### config.mk
export PLATFORM = sky130hd
export DESIGN_NAME = brl_core
export DESIGN_NICKNAME = d
export VERILOG_FILES = /design/src/core/brl_pkg.sv /design/src/core/brl_core.sv
export SDC_FILE = /design/constraint.sdc
export NUM_CORES = 1
export LEC_CHECK = 0
export BUFFER_PORTS_ARGS = -buffer_cell sky130_fd_sc_hd__buf_4
export CORE_ASPECT_RATIO = 1.25
export CORE_MARGIN = 8
export CORE_UTILIZATION = 50
export DETAILED_ROUTE_END_ITERATION = 8
export PLACE_DENSITY = 0.77
export SETUP_SLACK_MARGIN = 0.05
export SLEW_MARGIN = 20
export SYNTH_ARGS = -nofsm -noshare
export SYNTH_HDL_FRONTEND = slang
export SYNTH_SLANG_ARGS = --single-unit
### constraint.sdc
create_clock -name aclk -period 2.5 [get_ports aclk]
set_input_delay 0.125 -clock aclk [delete_from_list [all_inputs] [get_ports aclk]]
set_output_delay 0.125 -clock aclk [all_outputs]
set_load 0.01 [all_outputs]
### src/core/brl_pkg.sv
// Package for the remote/local bus command interpreter.
// Assumes a 32-bit AXI4-Lite register bus and decoded bus bytes.
package brl_pkg;
  // Register byte offsets
  localparam logic [7:0] BRL_CTRL_OFS = 8'h00;
  localparam logic [7:0] BRL_SET_OFS = 8'h04;
  localparam logic [7:0] BRL_STAT_OFS = 8'h08;
  localparam logic [7:0] BRL_POLL_OFS = 8'h0c;
  // Control register fields
  localparam int BRL_ADDR_LSB = 0;
  localparam int BRL_ADDR_W = 5;
  localparam logic [4:0] BRL_ADDR_RESET = 5'h1b;
  // Settings register fields
  localparam int BRL_FUNC_LSB = 0;
  localparam int BRL_RANGE_LSB = 3;
  localparam int BRL_ZCHK_BIT = 7;
  localparam int BRL_ZCOR_BIT = 8;
  localparam int BRL_SUPP_BIT = 9;
  localparam int BRL_TRIG_LSB = 10;
  localparam int BRL_FMT_LSB = 13;
  localparam int BRL_STORE_LSB = 15;
  localparam int BRL_MASK_LSB = 18;
  localparam int BRL_EOI_BIT = 26;
  localparam int BRL_HOLD_BIT = 27;
  localparam int BRL_TERM_LSB = 28;
  // Option codes
  localparam logic [2:0] function_volts_option = 3'h0;
  localparam logic [3:0] range_auto_option = 4'h0;
  localparam logic zero_check_on_option = 1'b1;
  localparam logic zero_correct_off_option = 1'b0;
  localparam logic suppression_off_option = 1'b0;
  localparam logic [2:0] trigger_continuous_external_option = 3'h6;
  localparam logic [2:0] trigger_on_get_one_shot = 3'h2;
  localparam logic [2:0] trigger_on_get_continuous = 3'h3;
  localparam logic [1:0] format_prefix_option = 2'h0;
  localparam logic [2:0] storage_off_option = 3'h7;
  localparam logic [7:0] service_mask_off_option = 8'h00;
  localparam logic eoi_holdoff_off_option = 1'b0;
  localparam logic [1:0] term_cr_lf_option = 2'h0;
  // Power-up settings word
  localparam logic [31:0] BRL_SET_RESET = {2'h0, term_cr_lf_option,
    eoi_holdoff_off_option, eoi_holdoff_off_option,
    service_mask_off_option, storage_off_option, format_prefix_option,
    trigger_continuous_external_option, suppression_off_option,
    zero_correct_off_option, zero_check_on_option, range_auto_option,
    function_volts_option};
  // Bus command bytes
  localparam logic [7:0] BRL_CMD_GTL = 8'h01;
  localparam logic [7:0] BRL_CMD_SDC = 8'h04;
  localparam logic [7:0] BRL_CMD_GET = 8'h08;
  localparam logic [7:0] BRL_CMD_LLO = 8'h11;
  localparam logic [7:0] BRL_CMD_DCL = 8'h14;
  localparam logic [7:0] BRL_CMD_SPE = 8'h18;
  localparam logic [7:0] BRL_CMD_SPD = 8'h19;
  localparam logic [7:0] BRL_CMD_UNL = 8'h3f;
  localparam logic [7:0] BRL_CMD_UNT = 8'h5f;
  localparam logic [2:0] BRL_LAG_TAG = 3'h1;
  localparam logic [2:0] BRL_TAG_TAG = 3'h2;
  // Responses
  localparam logic [1:0] BRL_RESP_OKAY = 2'h0;
  localparam logic [1:0] BRL_RESP_SLVERR = 2'h2;
endpackage

### src/core/brl_core.sv
// Remote/local, clear, trigger and serial poll handling of bus commands.
// Assumes the bus interface hands over each command byte as a one-cycle
// strobe on aclk; REN and IFC arrive as raw line levels.
//
// Contract
// - Remote is entered only when REN is true and the device is then listen addressed.
// - IFC puts the device in local and idles the talker and listener.
// - IFC puts out the talk and listen lamps.
// - Once locked out, the front panel is ignored except for power.
// - Lockout is accepted only while REN is true.
// - Lockout ends only when REN goes false, never on go-to-local.
// - Go-to-local while listen addressed drops remote, lockout stays.
// - Device clear is obeyed unaddressed and restores power-up settings.
// - The defaults are volts, autorange, zero check on, no correction, no suppression, continuous external trigger.
// - The defaults are also prefix format, no storage, no service mask, no EOI or hold-off, CR LF terminator.
// - Group trigger starts a reading only in the two trigger-on-GET modes.
// - The primary address defaults to 27.
// - A serial poll returns the status byte at any time.
`timescale 1ns/1ns
`default_nettype none
module brl_core
  import brl_pkg::*;
(
  input wire logic aclk,
  input wire logic aresetn,
  input wire logic [7:0] s_axi_awaddr,
  input wire logic s_axi_awvalid,
  output logic s_axi_awready,
  input wire logic [31:0] s_axi_wdata,
  input wire logic [3:0] s_axi_wstrb,
  input wire logic s_axi_wvalid,
  output logic s_axi_wready,
  output logic [1:0] s_axi_bresp,
  output logic s_axi_bvalid,
  input wire logic s_axi_bready,
  input wire logic [7:0] s_axi_araddr,
  input wire logic s_axi_arvalid,
  output logic s_axi_arready,
  output logic [31:0] s_axi_rdata,
  output logic [1:0] s_axi_rresp,
  output logic s_axi_rvalid,
  input wire logic s_axi_rready,
  input wire logic ren_line,
  input wire logic ifc_line,
  input wire logic cmd_valid,
  input wire logic [7:0] cmd_byte,
  output logic remote_q,
  output logic lockout_q,
  output logic listen_lamp_q,
  output logic talk_lamp_q,
  output logic panel_enable_q,
  output logic reading_trigger_q,
  output logic device_clear_q,
  output logic [31:0] settings_q,
  output logic poll_drive_q,
  output logic [7:0] poll_byte_q
);
  // Line synchronisers, three stages, change taken when 2 and 3 agree
  logic [2:0] ren_sync_q;
  logic [2:0] ifc_sync_q;
  logic ren_q;
  logic ifc_q;

  always_ff @(posedge aclk)
  begin
    if (!aresetn)
    begin
      ren_sync_q <= 3'h0;
      ifc_sync_q <= 3'h0;
      ren_q <= 1'b0;
      ifc_q <= 1'b0;
    end
    else
    begin
      ren_sync_q <= {ren_sync_q[1:0], ren_line};
      ifc_sync_q <= {ifc_sync_q[1:0], ifc_line};
      if (ren_sync_q[1] == ren_sync_q[2])
        ren_q <= ren_sync_q[2];
      if (ifc_sync_q[1] == ifc_sync_q[2])
        ifc_q <= ifc_sync_q[2];
    end
  end

  // Software registers and bus addressing state
  logic [4:0] addr_q;
  logic [7:0] status_byte_q;
  logic spoll_q;
  logic listen_q;
  logic talk_q;

  // Command decode; only listen and talk addresses are checked against the programmed address
  wire cmd_is_lag = cmd_valid && cmd_byte[7:5] == BRL_LAG_TAG;
  wire cmd_is_tag = cmd_valid && cmd_byte[7:5] == BRL_TAG_TAG;
  wire cmd_mine = cmd_byte[4:0] == addr_q;
  wire my_listen = cmd_is_lag && cmd_mine && cmd_byte != BRL_CMD_UNL;
  wire my_talk = cmd_is_tag && cmd_mine && cmd_byte != BRL_CMD_UNT;
  wire unlisten = cmd_valid && cmd_byte == BRL_CMD_UNL;
  // Another talker unaddresses us as talker
  wire untalk = cmd_is_tag && !my_talk;
  wire got_gtl = cmd_valid && cmd_byte == BRL_CMD_GTL;
  wire got_llo = cmd_valid && cmd_byte == BRL_CMD_LLO;
  wire got_dcl = cmd_valid && cmd_byte == BRL_CMD_DCL;
  wire got_sdc = cmd_valid && cmd_byte == BRL_CMD_SDC;
  wire got_get = cmd_valid && cmd_byte == BRL_CMD_GET;
  wire got_spe = cmd_valid && cmd_byte == BRL_CMD_SPE;
  wire got_spd = cmd_valid && cmd_byte == BRL_CMD_SPD;
  wire [2:0] trig_mode = settings_q[BRL_TRIG_LSB +: 3];
  wire get_mode = trig_mode == trigger_on_get_one_shot ||
    trig_mode == trigger_on_get_continuous;
  wire clear_now = got_dcl || (got_sdc && listen_q);

  // Addressing state; IFC wins over any byte in the same cycle
  always_ff @(posedge aclk)
  begin
    if (!aresetn)
    begin
      listen_q <= 1'b0;
      talk_q <= 1'b0;
    end
    else if (ifc_q)
    begin
      listen_q <= 1'b0;
      talk_q <= 1'b0;
    end
    else
    begin
      if (my_listen)
        listen_q <= 1'b1;
      else if (unlisten)
        listen_q <= 1'b0;
      if (my_talk)
        talk_q <= 1'b1;
      else if (untalk || cmd_valid && cmd_byte == BRL_CMD_UNT)
        talk_q <= 1'b0;
    end
  end

  // Remote and lockout; REN false dominates everything
  always_ff @(posedge aclk)
  begin
    if (!aresetn)
    begin
      remote_q <= 1'b0;
      lockout_q <= 1'b0;
    end
    else if (!ren_q)
    begin
      remote_q <= 1'b0;
      lockout_q <= 1'b0;
    end
    else
    begin
      if (ifc_q)
        remote_q <= 1'b0;
      else if (my_listen)
        remote_q <= 1'b1;
      else if (got_gtl && listen_q)
        remote_q <= 1'b0;
      // GTL leaves lockout alone on purpose
      if (got_llo)
        lockout_q <= 1'b1;
    end
  end

  // Lamps, panel gate, strobes and poll byte, all registered
  always_ff @(posedge aclk)
  begin
    if (!aresetn)
    begin
      listen_lamp_q <= 1'b0;
      talk_lamp_q <= 1'b0;
      panel_enable_q <= 1'b1;
      reading_trigger_q <= 1'b0;
      device_clear_q <= 1'b0;
      spoll_q <= 1'b0;
      poll_drive_q <= 1'b0;
      poll_byte_q <= 8'h00;
    end
    else
    begin
      listen_lamp_q <= listen_q && !ifc_q;
      talk_lamp_q <= talk_q && !ifc_q;
      // Panel dead in remote or lockout, power is not ours to gate
      panel_enable_q <= !remote_q && !lockout_q;
      reading_trigger_q <= got_get && listen_q && get_mode;
      device_clear_q <= clear_now;
      if (ifc_q || got_spd)
        spoll_q <= 1'b0;
      else if (got_spe)
        spoll_q <= 1'b1;
      poll_drive_q <= spoll_q && talk_q && !ifc_q;
      poll_byte_q <= status_byte_q;
    end
  end

  // AXI4-Lite write path: address and data taken in either order
  logic aw_have_q;
  logic w_have_q;
  logic [7:0] aw_addr_q;
  logic [31:0] w_data_q;
  logic [3:0] w_strb_q;
  wire aw_take = s_axi_awvalid && s_axi_awready;
  wire w_take = s_axi_wvalid && s_axi_wready;
  wire do_write = aw_have_q && w_have_q && !s_axi_bvalid;
  wire wr_ctrl = do_write && aw_addr_q == BRL_CTRL_OFS;
  wire wr_set = do_write && aw_addr_q == BRL_SET_OFS;
  wire wr_poll = do_write && aw_addr_q == BRL_POLL_OFS;
  wire wr_stat = do_write && aw_addr_q == BRL_STAT_OFS;
  wire wr_hit = wr_ctrl || wr_set || wr_poll || wr_stat;

  // Byte-lane merge of the held write data
  function automatic logic [31:0] merge(input logic [31:0] old,
    input logic [31:0] nw, input logic [3:0] strb);
    logic [31:0] r;
    r = old;
    for (int i = 0; i < 4; i++)
      if (strb[i])
        r[i*8 +: 8] = nw[i*8 +: 8];
    return r;
  endfunction

  wire [31:0] ctrl_word = {27'h0, addr_q};
  wire [31:0] ctrl_new = merge(ctrl_word, w_data_q, w_strb_q);
  wire [31:0] set_new = merge(settings_q, w_data_q, w_strb_q);
  wire [31:0] poll_new = merge({24'h0, status_byte_q}, w_data_q, w_strb_q);

  always_ff @(posedge aclk)
  begin
    if (!aresetn)
    begin
      aw_have_q <= 1'b0;
      w_have_q <= 1'b0;
      aw_addr_q <= 8'h00;
      w_data_q <= 32'h0;
      w_strb_q <= 4'h0;
      s_axi_awready <= 1'b0;
      s_axi_wready <= 1'b0;
      s_axi_bvalid <= 1'b0;
      s_axi_bresp <= BRL_RESP_OKAY;
    end
    else
    begin
      if (aw_take)
      begin
        aw_have_q <= 1'b1;
        aw_addr_q <= s_axi_awaddr;
      end
      else if (do_write)
        aw_have_q <= 1'b0;
      if (w_take)
      begin
        w_have_q <= 1'b1;
        w_data_q <= s_axi_wdata;
        w_strb_q <= s_axi_wstrb;
      end
      else if (do_write)
        w_have_q <= 1'b0;
      // Ready only while the slot is empty, so nothing is overwritten
      s_axi_awready <= !aw_have_q && !aw_take && !s_axi_awready;
      s_axi_wready <= !w_have_q && !w_take && !s_axi_wready;
      if (do_write)
      begin
        s_axi_bvalid <= 1'b1;
        s_axi_bresp <= wr_hit ? BRL_RESP_OKAY : BRL_RESP_SLVERR;
      end
      else if (s_axi_bready)
        s_axi_bvalid <= 1'b0;
    end
  end

  // Registers; a bus clear beats a software write in the same cycle
  always_ff @(posedge aclk)
  begin
    if (!aresetn)
    begin
      addr_q <= BRL_ADDR_RESET;
      settings_q <= BRL_SET_RESET;
      status_byte_q <= 8'h00;
    end
    else
    begin
      if (wr_ctrl)
        addr_q <= ctrl_new[BRL_ADDR_LSB +: BRL_ADDR_W];
      if (clear_now)
        settings_q <= BRL_SET_RESET;
      else if (wr_set)
        settings_q <= set_new;
      if (wr_poll)
        status_byte_q <= poll_new[7:0];
    end
  end

  // Read path
  wire [31:0] stat_word = {24'h0, ifc_q, ren_q, spoll_q, panel_enable_q,
    talk_q, listen_q, lockout_q, remote_q};
  wire rd_ctrl = s_axi_araddr == BRL_CTRL_OFS;
  wire rd_set = s_axi_araddr == BRL_SET_OFS;
  wire rd_stat = s_axi_araddr == BRL_STAT_OFS;
  wire rd_poll = s_axi_araddr == BRL_POLL_OFS;
  wire rd_hit = rd_ctrl || rd_set || rd_stat || rd_poll;
  wire [31:0] rd_word = rd_ctrl ? ctrl_word :
    rd_set ? settings_q :
    rd_stat ? stat_word :
    rd_poll ? {24'h0, status_byte_q} : 32'h0;
  wire ar_take = s_axi_arvalid && s_axi_arready;

  always_ff @(posedge aclk)
  begin
    if (!aresetn)
    begin
      s_axi_arready <= 1'b0;
      s_axi_rvalid <= 1'b0;
      s_axi_rdata <= 32'h0;
      s_axi_rresp <= BRL_RESP_OKAY;
    end
    else
    begin
      s_axi_arready <= !s_axi_rvalid && !ar_take && !s_axi_arready;
      if (ar_take)
      begin
        s_axi_rvalid <= 1'b1;
        s_axi_rdata <= rd_word;
        s_axi_rresp <= rd_hit ? BRL_RESP_OKAY : BRL_RESP_SLVERR;
      end
      else if (s_axi_rready)
        s_axi_rvalid <= 1'b0;
    end
  end
endmodule
`default_nettype wire

Word level (Yosys, flattened, before mapping)
Cells that the tools add are included.

Reduce and logical (&&, ||, !) cells: 84. Bitwise operators: 2. Multiplexer cells: 19. Equality and inequality tests: 24.

Operators with widths (count): $mux 32 (2); $eq 8x4->1 const B (5); $logic_and 1x1->1 (40); $eq 8x5->1 const B (4); $eq 8x3->1 const B (3); $logic_not 8->1 (2); $mux 8 (2); $logic_not 1->1 (14); $reduce_and 2->1 (7); $reduce_bool 2->1 (7); $mux 1 (13); $logic_or 1x1->1 (10); $eq 3x2->1 const B (3); $eq 8x1->1 const B (1); $eq 8x6->1 const B (1); $eq 8x7->1 const B (1); $ne 8x6->1 const B (1); $ne 8x7->1 const B (1); $reduce_or 2->1 (3); $eq 5x5->1 (1); $mux 2 (2); $eq 3x1->1 const B (1); $reduce_or 3->1 (1); $eq 1x1->1 (2); $not 1->1 (2).

Output and inout port bits: 89. Bits in registers: 159. Logic and storage cells: 164.

Logic depth before layout (Yosys ltp)
Gate-level depths: netlist of run 1.

Depth in word-level cells: 9. Gate-level depth with buffers: 6.

Worst setup path after synthesis of run 1
OpenSTA, ideal clock, no wires.

Kind: reg-to-reg. From: reg aw_addr_q[7]. To: reg settings_q[7]. Period minus slack after synthesis: 1.920 ns. Data arrival time: 1.792 ns. Setup slack: 0.580 ns. Data required time: 2.372 ns. Path buffers: 2. Stages on the path, launching flop included: 7. Library setup time: 0.128 ns. Cell sequence: dfxtp_1 or4_4 buf_6 or4_1 buf_4 mux2i_1 nand2_1.

Word-level cells in the longest chain between the ends: 3.

RTL lines: start: declaration (RTL line brl_core.sv:199) `logic [7:0] aw_addr_q;`; start signal: assignment (RTL line brl_core.sv:246) `aw_addr_q <= s_axi_awaddr;`; $eq 8x3->1 (RTL line brl_core.sv:206) `wire wr_set = do_write && aw_addr_q == BRL_SET_OFS;`; $logic_and 1x1->1 (RTL line brl_core.sv:206); $reduce_and 2->1 (no source line); end signal: assignment (RTL line brl_core.sv:287) `settings_q <= set_new;`; end: declaration (RTL line brl_core.sv:54) `output logic [31:0] settings_q,`.

Every way passes these cells. A chain may end at the register's enable or synchronous reset.

Final worst setup path of run 1
From: reg aw_addr_q[7]. To: reg settings_q[6].

The elaborated chain is that of the path after synthesis.

==> run metrics, run 1 <==
Final Cycle Share=85.7%; Avg Inst Size Synth=9.29 sq um; Vias=5258; fmax=0.467 GHz; Post-Synth Adder-Cell Area=0%; skew final=0.00834 ns; FP Rows=44; CTS buffer count=17; hpwl dp=roughly 12 mm; Distinct cells, synth=45; synth warn=0; capturing point of the worst reg2reg path=settings_q[6]; setup violators final=0; Routability Congestion=0.896; most frequent cells in the layout=169 x buf_4, 157 x dfxtp_1, 101 x nand2_1, 65 x nor2_1, 51 x a21oi_1; TritonCTS clock tree=built; slew margin rel.=52.5%; largest cells by area after synthesis=dfxtp_1 54%, mux2i_1 7.9%, nand2_1 6.5%; DIE HEIGHT=137 um; CP Max Fanout=8; routed len/inst=17.7 um; worst r2r path cells=4; Multi-input gate area=approximately 0.0025 sq mm; Final Hold Violating Endpoints=0; antenna violations before repair=0; TNS Setup=0 ns; Worst Hold End=aw_addr_q[2]; area delta synth->final=40.9%; Total Routing Usage GR=between 20% and 30%; IO Pins=~160; PwrDens=683 mW/mm^2; IO buf count=156; overflow left after global routing=0; synthesized cell area=0.00583 sq mm; drt total wl=17.3 mm; die width=113 um; Core ar.=0.0115 sq mm; Post-synth EDFFs=0; filler cell count=830; CP max stage cell=or4_1; RR Startpoint=aw_addr_q[7]; Longest Clk Path Bufs=2; largest net degree at the start of global routing=75; VDD IR-drop max=555 uV; Placed Area=0.00713 sq mm; mux contribution to synthesized area=7.89%; fraction of the mapped netlist area in simple logic gates=21.6%; Worst Hold Class=in2reg; clock-pin slew on the worst setup and hold paths=0.06 ns; vias in the first global route=5538; Final Cell Area=0.00822 sq mm; status=finished clean; CP Launch Type=flop; clk_lat worst skew=0.42 ns; DRC viols=0; H-tree depth=4; drt pass-1 iters=7; Worst Hold Launch=s_axi_awaddr[2]; kind of critical path=reg2reg; vias per cell=approximately 5.4; Root Buffer=clkbuf_16; antenna diode count=0; Synth Register Bits=157; CTS Sinks=157; Mapped Cells=approximately 630; Yosys top cell by area=dfxtp_1; Initial Util=50.7%; worst stage delay on the critical path=0.76 ns; RSZ-0062 raised after global routing=false; post-layout min period=2.14 ns; fin. max-slew vios=0; crit-path cells=or4_4, or4_1, mux2i_1, nor2_1; post-CTS resize count=0; Post-DRT Antenna Nets=0; register area share after synthesis=53.9%; Main synth FF type=dfxtp_1; CP delay by family, top=simple AND/OR/NAND/NOR gates; WHS Path Cells=3; top-area cell type share of the netlist area=53.9%; reg2reg setup slack=0.36 ns; most common cell after layout, fill and taps aside=buf_4; max_cap viols=0; WP data required=about 2.8 ns; Sequential Area=approximately 0.0031 sq mm; global-route wire length before repair=27.7 mm; share of layout cells above drive strength 1=about a quarter; asr flop ratio synth=0%; largest family of logic cells by synthesized area=simple AND/OR/NAND/NOR gates; nets@finish=896; worst path bufs/invs=0; Die ar.=between 0.015 and 0.02 sq mm; Lkg Pwr=3.43 nW; Worst Path Arrival=2.44 ns; DR iter-0 viols=241; Post-Synth XOR/XNOR Area=less than 1%; Worst-Margin Slew=0.702 ns; crit path capture type=flop; Synth Area in Compound Gates=12.3%
## cell usage after synthesis, drive strengths merged, types with 2 or more instances
cell type	number
nor3	5
nor4	7
o21ai	14
buf	15
a211oi	2
clkbuf	25
nor4b	5
nand2b	9
mux2i	46
inv	6
nand2	101
nand4	2
xor2	5
a31oi	8
dfxtp	157
a21o	8
a21oi	51
nor2	76
o32ai	5
a22oi	24
o31ai	3
or4	5
nand3	13
nor4bb	2
and2	22
## tightest hold or removal path, cell delays in order
cell and delay [ns]:
buf_4 0.11, nand3_1 0.06, a21oi_1 0.07
## kinds of logic after synthesis
kind of cell              Yosys count
AOI/OAI and AO/OA                 117
xor gates and xnor gates            5
buffers and inverters              47
DFF                               157
muxes                              46
other                               1
and+or+nand+nor                   255
## flip-flops by register name, indices dropped and copies added, names as in the netlist, 3 cells and up
signal / flops
addr_q: 5
w_strb_q: 4
w_data_q: 32
s_axi_rdata: 32
ren_sync_q: 3
aw_addr_q: 8
poll_byte_q: 8
settings_q: 32
ifc_sync_q: 3
status_byte_q: 8
## report_power, final
part,switching (W),internal (W)
Combinational,0.000199,0.000191
Clock,0.00104,0.00160
Sequential,0.0000355,0.00255
Total,0.00127,0.00434
## layer usage
layer  GRT usage, %  wire length, um  part of all wire (%)
met5              0                0                     0
met4           10.1              467                   2.7
met3           7.81             1260                   7.3
met2           40.6             8830                    51
met1           23.7             6740                    39
## stage by stage
stage / hold slack (ns) / setup slack [ns] / std cells / total power, W / util, %
after floorplan: 0.202 / 0.580 / 629 / 0.00281 / -
after global placement: 0.339 / 0.406 / 897 / 0.00295 / 62.0
after detailed placement: 0.347 / 0.369 / 897 / 0.00296 / 62.0
after CTS: 0.00177 / 0.361 / 975 / 0.00562 / 71.3
after global routing: 0.0132 / 0.301 / 976 / 0.00579 / 71.4
final: 0.00263 / 0.358 / 976 / 0.00561 / 71.4
## layout make-up
type,instances,area share (%)
clock buffer,18,5.34
clock inverter,13,2.04
inverter,7,0.320
multi-input combinational,425,30.4
sequential,157,38.3
tap,138,2.10
timing repair buffer,218,21.5
## worst max-delay path by stage
stage | cells past startpoint | start | endpoint | slack [ns]
2_1_floorplan | 6 | aw_addr_q[7] | settings_q[7] | 0.58
3_3_place_gp | 4 | aw_addr_q[7] | settings_q[7] | 0.41
3_5_place_dp | 4 | aw_addr_q[7] | settings_q[7] | 0.37
4_1_cts | 4 | aw_addr_q[7] | settings_q[6] | 0.36
5_1_grt | 4 | aw_addr_q[7] | settings_q[0] | 0.30
6_report | 4 | aw_addr_q[7] | settings_q[6] | 0.36
## what timing repair did
item / in CTS / in global routing
endpoints found under the hold margin: 47 / 1
hold buffers: 47 / 1
endpoints found under the setup margin: 0 / 0
buffers inserted: 0 / 0
Power figures use the tool's default switching activity.
==> inputs of run 2 (changes only) <==
ABC_CLOCK_PERIOD_IN_PS = 2500   (was unset)
CORE_UTILIZATION = 52   (was 50)
PLACE_DENSITY = 0.79   (was 0.77)
==> run metrics, run 2 (synthesized netlist as in run 1, its figures left out) <==
Initial Util=52.9% (+2.2 points); worst r2r path cells=4 (unchanged); vias per cell=5.46 (+1.3%); max_cap viols=0 (unchanged); Post-DRT Antenna Nets=0 (unchanged); Global Route met2 Usage=40.4% (-0.18 points); status=finished clean; clock-pin slew on the worst setup and hold paths=0.06 ns (about the same); fmax=0.465 GHz (-0.49%); die width=111 um (-1.7%); Core ar.=0.0110 sq mm (-4.1%); hpwl dp=11.6 mm (about the same); drt pass-1 iters=5 (-2); # hold bufs at CTS=43 (-8.5%); capturing point of the worst reg2reg path=settings_q[0]; overflow left after global routing=0 (unchanged); biggest regs=s_axi_rdata x32, settings_q x32, w_data_q x32; Lkg Pwr=3.46 nW (+0.87%); crit path capture type=flop; area delta synth->final=41.9%; Final Cycle Share=86.1% (+0.42 points); Root Buffer=clkbuf_16; CTS buffer count=17 (unchanged); PwrDens=734 mW/mm^2 (+7.5%); reg2reg setup slack=0.35 ns (about the same); largest net degree at the start of global routing=55 (-27%); FP Rows=43 (-2.3%); routed len/inst=17.9 um (+0.80%); post-CTS resize count=0 (unchanged); IO buf count=156 (unchanged); Final Hold Violating Endpoints=0 (unchanged); nets@finish=893 (-0.33%); TritonCTS clock tree=built; CP Launch Type=flop; TNS Setup=0 ns (unchanged); skew final=0.00729 ns (-0.00105 ns); H-tree depth=4 (unchanged); share of layout cells above drive strength 1=26.5% (+0.25 points); kind of critical path=reg2reg; setup violators final=0 (unchanged); Final Util=75.1% (+3.7 points); Longest Clk Path Bufs=2 (unchanged); post-layout min period=2.15 ns (+0.0105 ns); IO Pins=159 (unchanged); Vias=5299 (+0.78%); WHS Path Cells=3 (unchanged); Die ar.=0.0149 sq mm (-3.4%); fin. max-slew vios=0 (unchanged); Setup Buffers After CTS=0 (unchanged); Worst Hold Launch=s_axi_wdata[11]; drt total wl=17.3 mm (+0.28%); WP data required=2.78 ns (about the same); RR Startpoint=aw_addr_q[7]; Worst-Margin Slew=0.749 ns (+0.0471 ns); GR peak layer=met2; Worst Path Arrival=2.44 ns (about the same); met1 Track Usage GR=24.6% (+0.84 points); RSZ-0062 raised after global routing=false; DIE HEIGHT=134 um (-1.7%); antenna violations before repair=2 (+2); global-route wire length before repair=27.7 mm (about the same); met3 Usage GRT=7.60% (-0.22 points); Worst Hold Class=in2reg; most frequent cells in the layout=172 x buf_4, 157 x dfxtp_1, 101 x nand2_1, 65 x nor2_1, 51 x a21oi_1; clk_lat worst skew=0.41 ns (about the same); Total Routing Usage GR=22.9% (+0.14 points); CTS Sinks=157 (unchanged); Worst Hold End=w_data_q[11]; vias in the first global route=5506 (-0.58%); slew margin rel.=50.0% (-2.5 points); DR iter-0 viols=252 (+4.6%); filler cell count=752 (-9.4%); Routability Congestion=0.906 (+1.1%); DRC viols=0 (unchanged); VDD IR-drop max=490 uV (-12%); most common cell after layout, fill and taps aside=buf_4; CP Max Fanout=8 (unchanged)
==> run 2: cell count changes in the layout (fill, tap and decap cells not counted) <==
cell,change
buf_12,-1
buf_4,+3
bufinv_16,+5
clkbuf_8,+1
clkinv_2,-2
clkinv_4,-5
clkinvlp_4,+1
diode_2,+2
dlygate4sd3_1,-5
inv_6,-1
==> run 2: report_power, final <==
part | leakage, nW | switching (W) | internal (W)
sequential | 1.27 | 0.0000373 | 0.00255
clock | 0.337 | 0.000988 | 0.00212
combinational | 1.85 | 0.000199 | 0.000185
==> run 2: worst max-delay path by stage <==
| stage | from | end | cells past startpoint |
|---|---|---|---|
| after floorplan | aw_addr_q[7] | settings_q[7] | 6 |
| final | aw_addr_q[7] | settings_q[0] | 4 |
| after global routing | aw_addr_q[7] | settings_q[7] | 4 |
| after detailed placement | aw_addr_q[7] | settings_q[7] | 4 |
| after CTS | aw_addr_q[7] | settings_q[0] | 4 |
| after global placement | aw_addr_q[7] | settings_q[7] | 4 |
==> run 2: metal layers <==
| layer | vias up | part of all wire, % | routed length, um |
|---|---|---|---|
| met1 | 2541 | 40 | 6910 |
| met2 | 194 | 51 | 8890 |
| li1 | 2539 | - | - |
| met5 | - | 0 | 0 |
| met4 | 0 | 1.7 | 299 |
| met3 | 25 | 7.1 | 1230 |
==> run 2: layout make-up <==
type                       count  area (sq um)  area share [%]
sequential                   157          3140            38.0
multi-input combinational    425          2500            30.2
timing repair buffer         215          1720            20.8
clock buffer                  19           453            5.47
clock inverter                11           263            3.17
tap                          135           169            2.04
inverter                       7          26.3           0.317
antenna                        2          5.00          0.0605
==> run 2: worst max-delay path: stages (launching register included) <==
cell	delay (ns)
dfxtp_1	0.31
or4_4	0.63
or4_1	0.75
mux2i_1	0.26
nor2_1	0.07
==> run 2: per-stage QoR <==
stage	cells	instance area, sq um	power, W	hold slack [ns]	setup slack [ns]
2_1_floorplan	629	5840	0.00281	0.202	0.580
3_3_place_gp	896	7130	0.00295	0.338	0.408
3_5_place_dp	896	7130	0.00296	0.339	0.367
4_1_cts	969	8270	0.00609	0.00125	0.333
5_1_grt	971	8280	0.00624	0.00407	0.244
6_report	971	8280	0.00607	0.00304	0.348
